--- config.mk ---
export PLATFORM = sky130hd
export DESIGN_NAME = l2rf_formatter
export DESIGN_NICKNAME = d
export VERILOG_FILES = /design/src/logic/l2rf_pkg.sv /design/src/logic/l2rf_tlb_pack.sv /design/src/logic/l2rf_formatter.sv
export VERILOG_INCLUDE_DIRS = /design/src /design/src/logic
export SDC_FILE = /design/constraint.sdc
export NUM_CORES = 1
export LEC_CHECK = 0
export BUFFER_PORTS_ARGS = -buffer_cell sky130_fd_sc_hd__buf_2
export CAP_MARGIN = 20
export CORE_MARGIN = 5
export CORE_UTILIZATION = 50
export DETAILED_ROUTE_END_ITERATION = 10
export PLACE_DENSITY = 0.78
export SKIP_CTS_REPAIR_TIMING = 1
export SLEW_MARGIN = 20
export SYNTH_ARGS = -nofsm -noshare
export SYNTH_HDL_FRONTEND = slang
export SYNTH_HIERARCHICAL = 1
export SYNTH_SLANG_ARGS = --single-unit
--- constraint.sdc ---
create_clock -name clk_sys -period 1.7 [get_ports clk_sys]
set_input_delay 0 -clock clk_sys [delete_from_list [all_inputs] [get_ports clk_sys]]
set_output_delay 0 -clock clk_sys [all_outputs]
set_load 0.005 [all_outputs]
--- src/logic/l2rf_consts.svh ---
// Purpose: offsets, field positions, codes and reset values for the L2 RAM readout formatter
// Assumes: 32-bit register port, 64-bit readout words split into low and high halves
// Notes: included by bare name
`ifndef L2RF_CONSTS_SVH
`define L2RF_CONSTS_SVH

// register byte offsets on the plain register port
`define L2RF_OFS_CTRL 8'h00
`define L2RF_OFS_STATUS 8'h04
`define L2RF_OFS_RAM_W0_LO 8'h10
`define L2RF_OFS_RAM_W0_HI 8'h14
`define L2RF_OFS_RAM_W1_LO 8'h18
`define L2RF_OFS_RAM_W1_HI 8'h1C
`define L2RF_OFS_RAM_W2_LO 8'h20
`define L2RF_OFS_RAM_W2_HI 8'h24
`define L2RF_OFS_TLB_W0_LO 8'h30
`define L2RF_OFS_TLB_W0_HI 8'h34
`define L2RF_OFS_TLB_W1_LO 8'h38
`define L2RF_OFS_TLB_W1_HI 8'h3C
`define L2RF_OFS_TLB_W2_LO 8'h40
`define L2RF_OFS_TLB_W2_HI 8'h44

// ram select identifier values in location bits 31:24
`define L2RF_ID_DATA 8'h11
`define L2RF_ID_VICTIM 8'h12
`define L2RF_ID_TLB 8'h18
`define L2RF_LOC_ID_MSB 31
`define L2RF_LOC_ID_LSB 24

// reset value and unmapped-address marker
`define L2RF_WORD_RST 64'h0000000000000000
`define L2RF_ERR_CODE 32'hBAD0BAD0

`endif

--- src/logic/l2rf_pkg.sv ---
// Purpose: types shared by the L2 RAM readout formatter
// Assumes: nothing
// Notes: constants live in l2rf_consts.svh
`default_nettype none
package l2rf_pkg;
   // raw data RAM entry with check bytes and memory tags
   typedef struct packed {
      logic [127:0] data;
      logic [7:0] check_hi;
      logic [7:0] check_lo;
      logic [3:0] memory_tag_bits;
   } l2rf_data_entry_type;

   // raw TLB entry fields
   typedef struct packed {
      logic [35:0] pa_47_12;
      logic [2:0] page_size;
      logic coalesced;
      logic [3:0] valid_bits;
      logic [15:0] address_space_identifier;
      logic [3:0] page_based_hw_attributes;
      logic walk_cache_entry;
      logic [28:0] va_48_20;
      logic non_secure;
      logic non_global_flag;
      logic outer_shareable;
      logic inner_shareable;
      logic outer_allocate;
      logic [2:0] mem_attr;
      logic [2:0] translation_regime_code;
      logic [15:0] virtual_machine_identifier;
   } l2rf_tlb_entry_type;

   // raw victim RAM entry
   typedef struct packed {
      logic [7:0] prefetch;
      logic [7:0] data_source;
      logic [7:0] transient;
      logic [7:0] outer_alloc_hint;
      logic [7:0] fill_counter;
      logic [23:0] replacement;
   } l2rf_victim_entry_type;

   // three formatted readout words
   typedef struct packed {
      logic [63:0] w2;
      logic [63:0] w1;
      logic [63:0] w0;
   } l2rf_words_type;

   typedef enum logic [1:0] {
      L2RF_SRC_DATA = 2'b00,
      L2RF_SRC_TLB = 2'b01,
      L2RF_SRC_VICTIM = 2'b10,
      L2RF_SRC_NONE = 2'b11
   } l2rf_src_type;
endpackage
`default_nettype wire

--- src/logic/l2rf_tlb_pack.sv ---
// Purpose: packs one raw TLB entry into the three TLB readout words
// Assumes: a coalesced entry brings page 3 PA 13:12 in pa_47_12[1:0] and pages 2 to 0 in va_48_20[5:0]
// Notes: purely combinational; reserved bits forced to zero
`timescale 1ns/10ps
`default_nettype none
module l2rf_tlb_pack (
   input wire l2rf_pkg::l2rf_tlb_entry_type entry,
   output l2rf_pkg::l2rf_words_type words
);
   import l2rf_pkg::*;

   // word 0: address, page size, coalesced flag, valid bits
   always_comb begin
      words = '0;
      if (entry.coalesced) begin
         words.w0[61:28] = entry.pa_47_12[35:2];
         // pages 2 to 0 ride in the low VA bits, so word 1 echoes them at 30:25
         words.w0[27:20] = {entry.pa_47_12[1:0], entry.va_48_20[5:0]};
      end else begin
         words.w0[61:26] = entry.pa_47_12;
      end
      words.w0[19:17] = entry.page_size;
      words.w0[6] = entry.coalesced;
      words.w0[5:2] = entry.valid_bits;
      // word 1: identifier low bits, attributes, virtual address
      words.w1[63:59] = entry.address_space_identifier[4:0];
      words.w1[58:55] = entry.page_based_hw_attributes;
      words.w1[54] = entry.walk_cache_entry;
      words.w1[53:25] = entry.va_48_20;
      words.w1[20] = entry.non_secure;
      words.w1[8] = entry.non_global_flag;
      words.w1[7] = entry.outer_shareable;
      words.w1[6] = entry.inner_shareable;
      words.w1[5] = entry.outer_allocate;
      words.w1[4:2] = entry.mem_attr;
      // word 2: regime, vm identifier, upper address space identifier
      words.w2[29:27] = entry.translation_regime_code;
      words.w2[26:11] = entry.virtual_machine_identifier;
      words.w2[10:0] = entry.address_space_identifier[15:5];
   end
endmodule // l2rf_tlb_pack
`default_nettype wire

--- src/logic/l2rf_formatter.sv ---
// Purpose: formats one entry read from the L2 data, TLB or victim RAM into readout words
// Assumes: entry inputs are valid in the cycle of rd_entry_valid; location was chosen earlier
// Notes: TLB results go to the TLB bank, data and victim results to the RAM bank
`timescale 1ns/10ps
`default_nettype none
`include "l2rf_consts.svh"
module l2rf_formatter (
   input wire logic clk_sys,
   input wire logic rst_n,
   input wire logic [31:0] ram_location,
   input wire logic rd_entry_valid,
   input wire l2rf_pkg::l2rf_data_entry_type data_entry,
   input wire l2rf_pkg::l2rf_tlb_entry_type tlb_entry,
   input wire l2rf_pkg::l2rf_victim_entry_type victim_entry,
   input wire logic [7:0] reg_addr,
   input wire logic [31:0] reg_wdata,
   input wire logic reg_wr,
   input wire logic reg_rd,
   output logic [31:0] reg_rdata,
   output logic readout_done
);
   import l2rf_pkg::*;

   l2rf_words_type ram_words_reg;
   l2rf_words_type tlb_words_reg;
   l2rf_words_type tlb_words;
   l2rf_words_type data_words;
   l2rf_words_type victim_words;
   l2rf_src_type src;
   logic enable_reg;
   logic unknown_id_reg;
   logic [31:0] count_reg;
   logic [31:0] rdata_next;
   logic done_reg;

   // decodes the ram select identifier of a location word
   function automatic l2rf_src_type id_decode(input logic [31:0] loc);
      logic [7:0] id;
      id = loc[`L2RF_LOC_ID_MSB:`L2RF_LOC_ID_LSB];
      if (id == `L2RF_ID_DATA) return L2RF_SRC_DATA;
      else if (id == `L2RF_ID_TLB) return L2RF_SRC_TLB;
      else if (id == `L2RF_ID_VICTIM) return L2RF_SRC_VICTIM;
      else return L2RF_SRC_NONE;
   endfunction

   // selects one 32-bit half of a 64-bit readout word
   function automatic logic [31:0] half(input logic [63:0] w, input logic hi);
      return hi ? w[63:32] : w[31:0];
   endfunction

   assign src = id_decode(ram_location);

   l2rf_tlb_pack u_tlb_pack (
      .entry(tlb_entry),
      .words(tlb_words)
   );

   // data RAM layout
   always_comb begin
      data_words = '0;
      data_words.w0 = data_entry.data[63:0];
      data_words.w1 = data_entry.data[127:64];
      data_words.w2[19:12] = data_entry.check_hi;
      data_words.w2[11:4] = data_entry.check_lo;
      data_words.w2[3:0] = data_entry.memory_tag_bits;
   end

   // victim RAM layout; words 1 and 2 stay zero
   always_comb begin
      victim_words = '0;
      victim_words.w0 = {victim_entry.prefetch, victim_entry.data_source, victim_entry.transient,
                         victim_entry.outer_alloc_hint, victim_entry.fill_counter,
                         victim_entry.replacement};
   end

   // software control: bit 0 enables capture
   always_ff @(posedge clk_sys) begin
      if (!rst_n) enable_reg <= 1'b1;
      else if (reg_wr && reg_addr == `L2RF_OFS_CTRL) enable_reg <= reg_wdata[0];
   end

   // RAM bank capture; all three words rewritten together
   always_ff @(posedge clk_sys) begin
      if (!rst_n) begin
         ram_words_reg <= {3{`L2RF_WORD_RST}};
      end else if (rd_entry_valid && enable_reg) begin
         if (src == L2RF_SRC_DATA) ram_words_reg <= data_words;
         else if (src == L2RF_SRC_VICTIM) ram_words_reg <= victim_words;
      end
   end

   // TLB bank capture
   always_ff @(posedge clk_sys) begin
      if (!rst_n) begin
         tlb_words_reg <= {3{`L2RF_WORD_RST}};
      end else if (rd_entry_valid && enable_reg && src == L2RF_SRC_TLB) begin
         tlb_words_reg <= tlb_words;
      end
   end

   // status: readout count and sticky unknown identifier flag; the event wins over a clear
   always_ff @(posedge clk_sys) begin
      if (!rst_n) begin
         count_reg <= 32'h00000000;
         unknown_id_reg <= 1'b0;
      end else begin
         if (rd_entry_valid && enable_reg && src != L2RF_SRC_NONE) count_reg <= count_reg + 32'h00000001;
         if (rd_entry_valid && enable_reg && src == L2RF_SRC_NONE) unknown_id_reg <= 1'b1;
         else if (reg_wr && reg_addr == `L2RF_OFS_STATUS && reg_wdata[0]) unknown_id_reg <= 1'b0;
      end
   end

   // one-cycle done pulse after a capture
   always_ff @(posedge clk_sys) begin
      if (!rst_n) done_reg <= 1'b0;
      else done_reg <= rd_entry_valid && enable_reg && src != L2RF_SRC_NONE;
   end
   assign readout_done = done_reg;

   // read decode; unmapped addresses answer a fixed marker
   always_comb begin
      unique case (reg_addr)
         `L2RF_OFS_CTRL: rdata_next = {31'h00000000, enable_reg};
         `L2RF_OFS_STATUS: rdata_next = {count_reg[30:0], unknown_id_reg};
         `L2RF_OFS_RAM_W0_LO, `L2RF_OFS_RAM_W0_HI: rdata_next = half(ram_words_reg.w0, reg_addr[2]);
         `L2RF_OFS_RAM_W1_LO, `L2RF_OFS_RAM_W1_HI: rdata_next = half(ram_words_reg.w1, reg_addr[2]);
         `L2RF_OFS_RAM_W2_LO, `L2RF_OFS_RAM_W2_HI: rdata_next = half(ram_words_reg.w2, reg_addr[2]);
         `L2RF_OFS_TLB_W0_LO, `L2RF_OFS_TLB_W0_HI: rdata_next = half(tlb_words_reg.w0, reg_addr[2]);
         `L2RF_OFS_TLB_W1_LO, `L2RF_OFS_TLB_W1_HI: rdata_next = half(tlb_words_reg.w1, reg_addr[2]);
         `L2RF_OFS_TLB_W2_LO, `L2RF_OFS_TLB_W2_HI: rdata_next = half(tlb_words_reg.w2, reg_addr[2]);
         default: rdata_next = `L2RF_ERR_CODE;
      endcase
   end

   // read data stands only in the cycle after the strobe
   always_ff @(posedge clk_sys) begin
      if (!rst_n) reg_rdata <= 32'h00000000;
      else if (reg_rd) reg_rdata <= rdata_next;
      else reg_rdata <= 32'h00000000;
   end

   // capture qualifiers for the checks; they restate the bank enables so a slip there shows
   logic cap_data;
   logic cap_tlb;
   logic cap_victim;
   logic cap_known;
   logic cap_unknown;
   assign cap_data = rd_entry_valid && enable_reg && src == L2RF_SRC_DATA;
   assign cap_tlb = rd_entry_valid && enable_reg && src == L2RF_SRC_TLB;
   assign cap_victim = rd_entry_valid && enable_reg && src == L2RF_SRC_VICTIM;
   assign cap_known = cap_data || cap_tlb || cap_victim;
   assign cap_unknown = rd_entry_valid && enable_reg && src == L2RF_SRC_NONE;
endmodule // l2rf_formatter
`default_nettype wire

---- After elaboration in Yosys (flattened, before gate mapping) ----
Cells that the tools add are included.
word-level totals
  register bits after elaboration ......... 386
  output and inout bits ................... 33
  word-level logic and storage cells ...... 66
  bits of input ports ..................... 410
operators by class
  mux-type cells .......................... 15
  equal/unequal tests ..................... 20
  $add $sub $neg .......................... 1
  reductions and logical operators ........ 19
operator list
  cell                                            number
  two-way mux 192 bit                             2
  one-hot mux 32 bit (8 select lines)             1
  two-way mux 32 bit                              5
  == test 8 x 5 -> 1 bit (second input constant)  7
  == test 8 x 6 -> 1 bit (second input constant)  6
  adder 32 x 1 -> 32 bit (second input constant)  1
  two-way mux 30 bit                              1
  == test 8 x 7 -> 1 bit (second input constant)  2
  OR reduction 2 bit                              6
  == test 8 x 3 -> 1 bit (second input constant)  1
  zero test 8 bit                                 1
  logical AND 1 bit                               7
  two-way mux 6 bit                               1
  == test 2 bit (second input constant)           2
  two-way mux 2 bit                               2
  AND reduction 2 bit                             2
  nonzero test 2 bit                              2
  two-way mux 1 bit                               3
  == test 2 x 1 -> 1 bit (second input constant)  1
  zero test 2 bit                                 1
  inequality test 2 bit (second input constant)   1

---- Depth between registers and ports, before layout ----
  depth after elaboration ................. 7
  mapped depth ............................ 8
  depth with buffers taken out ............ 6

---- Cells and area by module ----
The synthesis kept the hierarchy.
by module, submodules not included
  module          area an instance (µm²)  times used  sequential area each (µm²)  cells an instance
  l2rf_formatter  17,689.5                1           8,127.8                     2,117
  l2rf_tlb_pack   1,437.6                 1           0.0                         193

---- Worst setup path after synthesis ----
No wires, ideal clock.
  path type ............................... register to register
  from .................................... register count_reg[0]
  to ...................................... register count_reg[30]
  period minus slack after synthesis ...... 1.838 ns
  setup slack ............................. -0.138 ns
  path buffers ............................ 1
  data required time ...................... 1.630 ns
  cell stages (with the launch flop) ...... 8
  arrival time ............................ 1.768 ns
  library setup time ...................... 0.070 ns
  cells stage by stage .................... dfxtp_1 ha_1 nand4_1 nor2_1 nand4_1 clkbuf_1 or4_1 a21oi_1
on the way
  cells in the longest elaborated chain, start to end .. 1
ends and longest elaborated chain
  what                      RTL line               text
  start: declaration        l2rf_formatter.sv:32   logic [31:0] count_reg;
  start signal: assignment  l2rf_formatter.sv:107  if (rd_entry_valid && enable_reg && src != L2RF_SRC_NONE) count_reg <= count_reg + 32'h00000001;
  adder 32 x 1 -> 32 bit    l2rf_formatter.sv:107
Every way passes these cells.
A chain may end at the register's enable or synchronous reset.

---- Worst setup path after layout ----
  from .................................... register enable_reg
  to ...................................... register ram_words_reg[26] in the netlist's numbering
on the way
  cells in the longest elaborated chain, start to end .. 2
ends and longest elaborated chain
  what                           RTL line              text
  start: declaration             l2rf_formatter.sv:30  logic enable_reg;
  start signal: assignment       l2rf_formatter.sv:79  else if (reg_wr && reg_addr == `L2RF_OFS_CTRL) enable_reg <= reg_wdata[0];
  logical AND 1 bit              -
  AND reduction 2 bit (no line)  -
  end signal: assignment         l2rf_formatter.sv:85  ram_words_reg <= {3{`L2RF_WORD_RST}};
  end signal: assignment         l2rf_formatter.sv:87  if (src == L2RF_SRC_DATA) ram_words_reg <= data_words;
  end signal: assignment         l2rf_formatter.sv:88  else if (src == L2RF_SRC_VICTIM) ram_words_reg <= victim_words;
  end: declaration               l2rf_formatter.sv:24  l2rf_words_type ram_words_reg;
Every way passes these cells.

==> results by group <==
GRT
  • Number of global-route vias before repair: 17700
  • First-pass GRT wire length: 101000 um
  • Largest net degree at the start of global routing: 115
  • Total GRT Usage: 31.0%
  • Initial antenna violation count: 14
  • Total grt overflow: 0

Synthesis
  • Netlist cell types: 57
  • Synth top area share: 42.5%
  • Post-Synth XOR/XNOR Area: 0.458%
  • Largest family of logic cells by synthesized area: compound AO/OA/AOI/OAI gates
  • Sequential fraction of the synthesis area: 42.5%
  • Primary FF master, synth: dfxtp_1
  • Synth Register Bits: 406
  • YS warnings: 6
  • Synth Area per Inst: 8.28 um2
  • Simple-gate share of the synthesized area: 16.0%
  • Post-synthesis compound-gate area fraction: 17.6%
  • Post-synth EDFFs: 0
  • Post-synth top area cell: dfxtp_1
  • Mapped Cells: 2310
  • Mapped cell area: 19100 um2
  • Cells taking the most area after synthesis: dfxtp_1 (42%), a21oi_1 (11%), nand2_1 (9.9%)
  • Post-synthesis async set-or-reset flop share: 0%
  • Synthesized-area fraction occupied by adder cells: 0.0654%
  • Mux share of post-synthesis cell area: 12.0%

Detailed routing
  • First DRT Iteration DRCs: 2833
  • Residual DRC: 0
  • Initial DRT Pass Iterations: 9
  • WL final: 87900 um
  • Via count: 21700
  • Antenna Violating Nets Remaining: 0
  • DR WL/cell: 24.5 um
  • Post-DR vias/cell: 6.04

CTS
  • CTS Buf Count: 43
  • CTS Root Cell: clkbuf_16
  • Sink Count: 406
  • H-tree Lvls: 2
  • CTS tree: built
  • Clock Path Buffers: 3
  • Reg clk slew, reported paths: 0.07 ns
  • Skew-Pair Late Insertion Delay: 0.59 ns

Run status
  • Failing checks: negative setup slack
  • Outcome: finished, violations left

Setup path
  • Kind of end point of the critical path: flop
  • CP arrival: 2.47 ns
  • CP required: 2.12 ns
  • Setup slack, reg-to-reg: -0.34 ns
  • Worst r2r src: enable_reg$_SDFFE_PN1P_
  • Startpoint types: flop
  • Critical path class: reg2reg
  • Reg2Reg Depth: 8
  • Crit path max fanout: 13
  • Reg-to-reg endpoint: ram_words_reg[26]$_SDFFE_PN0P_

Pwr
  • Power, Total: 20800 uW
  • Pleak: 0.0105 uW
  • Power Dens Cells: 764 nW/um2
  • Peak VDD IR: 0.801 mV

Floorplan
  • Initial Utilization: 50.7%
  • Die H: 206 um
  • Area of the die: 42300 um2
  • Row count: 71
  • Core Region: 37800 um2
  • Die W: 206 um
  • I/O pins: 443

Layout
  • Post-route cell area: 27300 um2
  • Most common cell after layout, fill and taps aside: nand2_1
  • Area delta synth->final: 42.7%
  • Share of cells above drive strength 1: 25.6%
  • Final #Nets: 3441
  • FILL cells: 2529
  • Number of flip-flops in the largest register: 192
  • Commonest non-fill, non-tap cells in the layout: nand2_1 (501), a21oi_1 (399), dfxtp_1 (396)

Placement
  • GP Congestion: 0.984
  • I/O Buffers: 387
  • Placed Area: 22000 um2
  • Estimated wirelength of the detail-placed design: 52500 um

Timing
  • Slew Limit Fails: 0
  • Clock Skews: 0.0279 ns
  • Worst Tran Pin Value: 0.739 ns
  • Tcrit/Tclk final: 120%
  • RSZ-0062 raised after global routing: yes
  • Final hold viol count: 0
  • Peak Freq: 0.489 GHz
  • Minimum clock period: 2.04 ns
  • Final setup violation count: 32
  • Final worst-path setup slack: -0.343 ns
  • Slew HR: 50.8%

Worst hold path
  • Hold Path Stages: 6
  • Hold path start: reg_addr[0]
  • Hold Path End: reg_rdata[19]$_SDFF_PN0_
  • Hold crit path type: in2reg

Flow run
  • Max Cap Viol: 0
## metrics by stage
| stage | TNS [ns] | util (%) | setup slack (ns) | hold WS (ns) | cells |
|---|---|---|---|---|---|
| global route | -5.90 | 72.2 | -0.394 | 0.0311 | 3576 |
| CTS | -1.94 | 61.8 | -0.136 | -0.350 | 3208 |
| finish | -3.11 | 72.3 | -0.343 | 0.0162 | 3584 |
| detailed placement | -76.72 | 58.3 | -0.426 | 0.254 | 3135 |
| global placement | -69.13 | 58.3 | -0.387 | 0.247 | 3135 |
| floorplan | -0.00501 | - | -0.00501 | 0.125 | 2374 |
## routing by layer
layer / global-route usage (%) / up-vias / wire length, um
li1: - / 9244 / -
met1: 40.6 / 10100 / 31000
met2: 49.3 / 1834 / 39300
met3: 5.80 / 496 / 10500
met4: 15.3 / 8 / 6940
met5: 0 / - / 45
## how the worst max path moves through the flow
stage / start / to / slack [ns]
after global routing: enable_reg$_SDFFE_PN1P_ / ram_words_reg[26]$_SDFFE_PN0P_ / -0.39
after detailed placement: ram_location[29] / ram_words_reg[29]$_SDFFE_PN0P_ / -0.43
after global placement: ram_location[29] / ram_words_reg[0]$_SDFFE_PN0P_ / -0.39
after floorplan: count_reg[0]$_SDFFE_PN0P_ / count_reg[30]$_SDFFE_PN0P_ / -0.005
final: enable_reg$_SDFFE_PN1P_ / ram_words_reg[26]$_SDFFE_PN0P_ / -0.34
after CTS: count_reg[1]$_SDFFE_PN0P_ / count_reg[26]$_SDFFE_PN0P_ / -0.14
## critical path, cell delays in order (launching register included)
cell	delay [ns]
dfxtp_2	0.34
nand2_2	0.06
buf_6	0.13
nor4_4	0.29
buf_6	0.22
buf_6	0.14
buf_12	0.13
o21ai_0	0.08
a21oi_1	0.50
## final cells by class
class                      instances  area, um2  share of cell area [%]
clock buffer                      64       1230                    4.52
clock inverter                     9       78.8                   0.289
multi-input combinational       1592       9210                    33.7
tap                              511        639                    2.34
inverter                          10       45.0                   0.165
timing repair buffer             977       7900                    29.0
antenna                           15       37.5                   0.138
sequential                       406       8150                    29.8
## report_power, final
group / switching, uW / internal (uW)
sequential: 25.9 / 9540
clock: 4020 / 5160
combinational: 967 / 1130
total: 5010 / 15800
## logic make-up after synthesis
| kind of cell | count (synthesis) |
|---|---|
| buf+inv | 376 |
| mux | 203 |
| other cells | 1 |
| fa+ha+maj | 1 |
| xor+xnor | 10 |
| compound gates | 606 |
| flops | 406 |
| simple gates | 707 |
## Yosys cell counts, types with 2 or more instances
cell type	n
nand2_1	502
a21oi_1	409
dfxtp_1	406
buf_4	186
mux2i_1	165
clkbuf_1	106
nand3_1	98
o21ai_0	85
buf_2	64
o22ai_1	27
nor2_1	26
mux2_2	19
mux4_2	19
o2bb2ai_1	13
or3_1	13
or4_1	13
a221oi_1	12
a22oi_1	12
nand4_1	12
o31ai_1	12
buf_1	10
inv_1	10
and2_1	9
o22a_1	9
a222oi_1	8
nor3_1	8
xnor2_1	8
nor4_1	6
a32oi_1	4
o221ai_1	4
a31oi_1	3
and3_1	2
nor3_2	2
nor4b_1	2
o32ai_1	2
or4b_1	2
xor2_1	2
Note: power is estimated with default switching activity, not from simulation.
